File: config.mk
export PLATFORM = sky130hd
export DESIGN_NAME = vector_type_reinterpret
export DESIGN_NICKNAME = d
export VERILOG_FILES = /design/src/hdl/vtr_pkg.sv /design/src/hdl/vector_type_reinterpret.sv
export VERILOG_INCLUDE_DIRS = /design/src /design/src/hdl
export SDC_FILE = /design/constraint.sdc
export NUM_CORES = 2
export LEC_CHECK = 0
export BUFFER_PORTS_ARGS = -buffer_cell sky130_fd_sc_hd__buf_2
export CORE_UTILIZATION = 30
export CTS_CLUSTER_DIAMETER = 150
export DETAILED_ROUTE_END_ITERATION = 12
export PLACE_DENSITY = 0.46
export SYNTH_ARGS = -nofsm -noshare
export SYNTH_HDL_FRONTEND = slang
export SYNTH_SLANG_ARGS = --single-unit
export TNS_END_PERCENT = 5
File: constraint.sdc
create_clock -name clk -period 14.5 [get_ports clk]
set_input_delay 4.35 -clock clk [delete_from_list [all_inputs] [get_ports clk]]
set_output_delay 4.35 -clock clk [all_outputs]
set_load 0.03 [all_outputs]
File: src/hdl/vtr_regs.svh
// Purpose: constants for the vector type reinterpret lane block
// Assumes: one 50 MHz clock, synchronous active-low reset
// Notes: widths are fixed, not parameters
`ifndef VTR_REGS_SVH
`define VTR_REGS_SVH
// ****************************************
// element and vector shape
// ****************************************
`define VTR_ELEM_W 16
`define VTR_LANES 4
`define VTR_BPT_W 5
`define VTR_BPT_MAX 5'h10
// ****************************************
// buffering
// ****************************************
`define VTR_FIFO_DEPTH 32
// ****************************************
// reset values
// ****************************************
`define VTR_BPT_RST 5'h00
`endif

File: src/hdl/vtr_pkg.sv
// Purpose: types for the vector type reinterpret lane block
// Assumes: constants come from vtr_regs.svh
// Notes: the format label travels beside the data through the buffer
`include "vtr_regs.svh"
package vtr_pkg;
  // ****************************************
  // types
  // ****************************************
  typedef enum logic [1:0] {ARITH_UNSIGNED, ARITH_SIGNED, ARITH_FLOAT} arith_t;
  typedef logic [`VTR_ELEM_W-1:0] lane_t;
  typedef struct packed {
    arith_t arith;
    logic [`VTR_BPT_W-1:0] bpt;
  } fmt_t;
  typedef struct packed {
    lane_t [`VTR_LANES-1:0] lane;
    fmt_t fmt;
  } vec_word_t;
  typedef struct packed {
    logic force_arith;
    arith_t out_arith;
    logic force_bpt;
    logic [`VTR_BPT_W-1:0] out_bpt;
  } reint_cfg_t;
endpackage

File: src/hdl/vector_type_reinterpret.sv
// Purpose: relabel the numeric type of every lane of a vector, bits untouched
// Assumes: inputs synchronous to clk; config held steady or changed between words
// Notes: a 32-word buffer sits in the data path; outputs are registered
`include "vtr_regs.svh"

// ****************************************
// buffer
// ****************************************
module vtr_fifo #(
  parameter int W = 8,
  parameter int DEPTH = 32
) (
  input wire logic clk,
  input wire logic rst_n,
  input wire logic in_valid,
  output logic in_ready,
  input wire logic [W-1:0] in_data,
  output logic out_valid,
  input wire logic out_ready,
  output logic [W-1:0] out_data
);
  localparam int AW = $clog2(DEPTH);
  logic [W-1:0] mem [DEPTH];
  logic [AW-1:0] wr_ptr_ff, nxt_wr_ptr, rd_ptr_ff, nxt_rd_ptr;
  logic [AW:0] count_ff, nxt_count;
  logic ready_ff, nxt_ready;
  logic push, pop;

  assign push = in_valid && ready_ff;
  assign pop = out_valid && out_ready;
  assign in_ready = ready_ff;
  assign out_valid = (count_ff != '0);
  assign out_data = mem[rd_ptr_ff];

  always_comb begin
    nxt_wr_ptr = push ? wr_ptr_ff + 1'b1 : wr_ptr_ff;
    nxt_rd_ptr = pop ? rd_ptr_ff + 1'b1 : rd_ptr_ff;
    nxt_count = count_ff + {{AW{1'b0}}, push} - {{AW{1'b0}}, pop};
    // ready is registered so the source sees no path through the count adder
    nxt_ready = (nxt_count != (AW+1)'(DEPTH));
  end

  always_ff @(posedge clk) begin
    if (!rst_n) begin
      wr_ptr_ff <= '0;
      rd_ptr_ff <= '0;
      count_ff <= '0;
      ready_ff <= 1'b0;
    end else begin
      wr_ptr_ff <= nxt_wr_ptr;
      rd_ptr_ff <= nxt_rd_ptr;
      count_ff <= nxt_count;
      ready_ff <= nxt_ready;
    end
  end

  // storage has no reset: contents are only read once written
  always_ff @(posedge clk) begin
    if (push) begin
      mem[wr_ptr_ff] <= in_data;
    end
  end
endmodule

// ****************************************
// top
// ****************************************
// Operation
// (RULE1) Every bit of each input lane reaches the matching output lane unchanged; only the label moves.
// (RULE2) Each output lane has exactly the same bit width as its input lane under every setting.
// (RULE3) Unsigned lanes may be labelled signed and signed lanes unsigned with the bits kept intact.
// (RULE4) With the type override on the output takes the chosen type, otherwise it keeps the input type.
// (RULE5) With the point override on the output point is the configured one, otherwise the input's.
// (RULE6) The configuring side must give a forced point between zero and the lane width inclusive.
// (RULE7) A whole vector of lanes is accepted per sample period and every lane is reinterpreted.
// (RULE8) One set of type settings applies to all lanes, and lanes never interact.
module vector_type_reinterpret
  import vtr_pkg::*;
(
  input wire logic clk,
  input wire logic rst_n,
  input wire reint_cfg_t cfg,
  input wire logic in_valid,
  output logic in_ready,
  input wire vec_word_t in_word,
  output logic out_valid,
  input wire logic out_ready,
  output vec_word_t out_word,
  output logic bpt_range_err
);
  vec_word_t tagged_w;
  vec_word_t fifo_data;
  logic fifo_valid, fifo_ready, fifo_in_ready;
  logic out_valid_ff, nxt_out_valid;
  vec_word_t out_word_ff, nxt_out_word;
  logic err_ff, nxt_err;
  logic load;

  // ****************************************
  // relabel stage
  // ****************************************
  function automatic fmt_t pick_fmt(input reint_cfg_t c, input fmt_t f);
    fmt_t r;
    r.arith = c.force_arith ? c.out_arith : f.arith; // [RULE4] [RULE3]
    r.bpt = c.force_bpt ? c.out_bpt : f.bpt; // [RULE5]
    return r;
  endfunction

  // one label for the whole vector; lanes are plain copies
  assign tagged_w.fmt = pick_fmt(cfg, in_word.fmt); // [RULE8]
  for (genvar g = 0; g < `VTR_LANES; g++) begin : g_lane
    assign tagged_w.lane[g] = in_word.lane[g]; // [RULE1] [RULE2] [RULE7]
  end

  vtr_fifo #(
    .W($bits(vec_word_t)),
    .DEPTH(`VTR_FIFO_DEPTH)
  ) u_fifo (
    .clk(clk),
    .rst_n(rst_n),
    .in_valid(in_valid),
    .in_ready(fifo_in_ready),
    .in_data(tagged_w),
    .out_valid(fifo_valid),
    .out_ready(fifo_ready),
    .out_data(fifo_data)
  );

  // ****************************************
  // output register and status
  // ****************************************
  assign load = !out_valid_ff || out_ready;
  assign fifo_ready = load;

  always_comb begin
    nxt_out_valid = load ? fifo_valid : out_valid_ff;
    nxt_out_word = (load && fifo_valid) ? fifo_data : out_word_ff;
    // out-of-range forced points are flagged, not clamped: clamping would change scaling silently
    nxt_err = cfg.force_bpt && (cfg.out_bpt > `VTR_BPT_MAX); // [RULE6]
  end

  always_ff @(posedge clk) begin
    if (!rst_n) begin
      out_valid_ff <= 1'b0;
      out_word_ff <= '0;
      err_ff <= 1'b0;
    end else begin
      out_valid_ff <= nxt_out_valid;
      out_word_ff <= nxt_out_word;
      err_ff <= nxt_err;
    end
  end

  // ready is the buffer's own flop, so no gate sits between it and the pin
  assign in_ready = fifo_in_ready;
  assign out_valid = out_valid_ff;
  assign out_word = out_word_ff;
  assign bpt_range_err = err_ff;

  for (genvar a = 0; a < `VTR_LANES; a++) begin : g_chk

  end
endmodule

==> results.json <==
{
  "path_class": "in -> reg",
  "cts_tree": "built",
  "syn_avg_cell_area_um2": 21.7,
  "numCtsBuffers": 268,
  "synth_edf_count": 2272,
  "postCtsHoldBufs": 0,
  "yosysUniqueCellTypes": 47,
  "num_vias": 43100,
  "synth_top_area_share_pct": 76.4,
  "grt_max_degree": 95,
  "rsz0062_at_grt": "false",
  "synth_common_cells": "2,272 x edfxtp_1, 403 x mux4_2, 384 x mux2i_1",
  "drt-total-wl_um": 255000,
  "fin_nets": 4509,
  "cts_max_level": 5,
  "ctsLongestPathBuffers": 4,
  "multi_input_area_um2": 18400,
  "status": "completed",
  "cp-start-kind": "input pin",
  "cts.clk_slew.worst_paths_ns": 0.06,
  "cts_root_buf": "clkbuf_16",
  "drc": 0,
  "ios": 158,
  "core_area_um2": 297000,
  "cp_slowest_stage_delay_ns": 0.83,
  "end_kind": "flip-flop",
  "critPathArrivalTime_ns": 7.44,
  "vias_per_cell": 5.04,
  "clk_latency_ns": 0.89,
  "portBuffers": 157,
  "synth_area_leaders": "edfxtp_1 76%, mux4_2 10%, mux2i_1 4.3%, dfxtp_1 2.0%, a22o_1 1.1%",
  "min_period_over_period_pct": 48.0,
  "placementRows": 200,
  "netlist_instances": 4117,
  "synth-seq-cells": 2362,
  "synth_fp_nets": 4215,
  "drtIter0Drc": 3822,
  "grt_pass1_wl_um": 356000,
  "yosysMostFrequentCell": "edfxtp_1",
  "detail-route-antenna-nets": 0,
  "ys.flop_type": "edfxtp_1",
  "timing.fmax_mhz": 144,
  "cp.required_ns": 14.98,
  "worstPathMaxFanout": 37,
  "synth.cell_area_um2": 89400,
  "start_util_pct": 30.1,
  "area_delta_synth_final_pct": 15.8,
  "grt_pass1_vias": 43800,
  "die_h_um": 548,
  "wl_per_cell_um": 29.7,
  "yosysTopAreaCell": "edfxtp_1",
  "finClkSkew_ns": 0.0574,
  "seq_area_frac_synth_pct": 78.4,
  "die_w_um": 548,
  "antenna_found_initial": 22,
  "hold_path_class": "reg -> reg",
  "grtUsageTotal_pct": 16.7,
  "dp_hpwl_um": 144000,
  "max-vdd-ir-drop_mv": 0.134,
  "grt.overflow.total": 0,
  "cpMostUsedCell": "buf_4",
  "async_reset_ff_share_pct": 0,
  "finalMaxSlewViolations": 0,
  "timing.max_cap.violations": 0,
  "hold_viol": 0,
  "slew_headroom_pct": 11.8,
  "finalPower_uw": 17900,
  "clock-sinks": 2362,
  "cp_slowest_cell": "nor2_4",
  "gp_congestion": 0.734,
  "die_area_um2": 300000,
  "drive_above_1_share_pct": 24.4,
  "seq_area_um2": 70000,
  "setup_tns_ns": 0,
  "fillCellCount": 27500,
  "drtPass1Iterations": 7,
  "yosysWarnings": 0,
  "cts_resized": 0,
  "crit_chain": "buf_2 > and2_1 > buf_4 > nand2_1 > nor2_4 > buf_4 > buf_4",
  "power.density_nw_per_um2": 173,
  "tightest_slew_ns": 1.29,
  "power.leakage_uw": 0.0318,
  "finalCriticalPeriod_ns": 6.97,
  "post-cts-setup-buffers": 0,
  "setup_viol": 0
}
[layer usage]
metal | track usage [%] | wire, um | share of wire [%]
met5 | 0 | 83 | 0.033
met1 | 24.2 | 117000 | 46
met2 | 26.8 | 120000 | 47
met3 | 2.65 | 13900 | 5.5
met4 | 3.05 | 3740 | 1.5
[metrics by stage]
| stage | cells | utilization (%) | instance area [um^2] | hold WS [ns] | setup WS [ns] |
|---|---|---|---|---|---|
| detailed placement | 8080 | 32.1 | 95100 | 0.461 | 6.46 |
| global route | 8555 | 34.9 | 103000 | 0.482 | 7.35 |
| CTS | 8554 | 34.9 | 103000 | 0.475 | 7.39 |
| finish | 8561 | 34.9 | 103000 | 0.472 | 7.53 |
| floorplan | 4117 | - | 89400 | 0.532 | 3.71 |
| global placement | 8080 | 32.1 | 95100 | 0.455 | 6.50 |
[registers in the layout, summed over array words and instances, names as in the netlist]
signal	cells
u_fifo.rd_ptr_ff	5
out_valid	1
bpt_range_err	1
u_fifo.wr_ptr_ff	5
out_word	71
u_fifo.in_ready	1
u_fifo.count_ff	6
u_fifo.mem	2272
[layout by cell type, fill, tap and decap left out, types with 45 or more instances in the layout]
master	n
a22o_1	114
mux2i_1	384
o22ai_1	45
o221ai_1	70
clkbuf_1	70
a22oi_1	96
edfxtp_1	2272
a21oi_1	142
buf_4	109
buf_2	157
mux4_2	403
clkbuf_16	273
clkinv_1	46
dfxtp_1	85
[kinds of logic (layout without fill, tap and decap cells)]
kind of cell,after synthesis,count (layout),synth area share [%]
buf+inv,261,759,1.36
fa+ha+maj,14,14,0.204
flops,2362,2362,78.4
xor+xnor,11,11,0.108
simple gates,102,102,0.585
other cells,0,7,0
compound gates,572,572,4.81
mux,795,795,14.6
[critical path, delay by kind of cell]
kind,cells,cell delay [ns]
buffers and inverters,4,1.49
AND/OR/NAND/NOR,3,1.48
[area by class of cell]
class,instances,share of cell area [%]
Clock inverter,124,1.06
Sequential cell,2362,67.7
Antenna cell,7,0.0169
Multi-Input combinational cell,1494,17.8
Clock buffer,350,6.95
Inverter,14,0.0508
Timing Repair Buffer,271,1.65
Tap cell,3939,4.76
[worst paths after layout]
| path | from | to | slack [ns] | depth (start not counted) |
|---|---|---|---|---|
| setup / recovery | in_valid | u_fifo.mem[6][70]$_DFFE_PP_ | 7.53 | 7 |
| hold / removal | out_word[23]$_SDFFE_PN0P_ | out_word[23]$_SDFFE_PN0P_ | 0.47 | 1 |
| setup reg to reg | u_fifo.rd_ptr_ff[1]$_SDFFE_PN0P_ | out_word[41]$_SDFFE_PN0P_ | 8.97 | 9 |
| hold reg to reg | out_word[23]$_SDFFE_PN0P_ | out_word[23]$_SDFFE_PN0P_ | 0.47 | 1 |
[report_power, final]
part	internal (uW)	leakage [uW]	switching, uW
clock	3740	0.00404	2730
sequential	7620	0.0212	165
combinational	1500	0.00656	2150
total	12900	0.0318	5050
No activity file was read; power rests on OpenSTA's default activity.
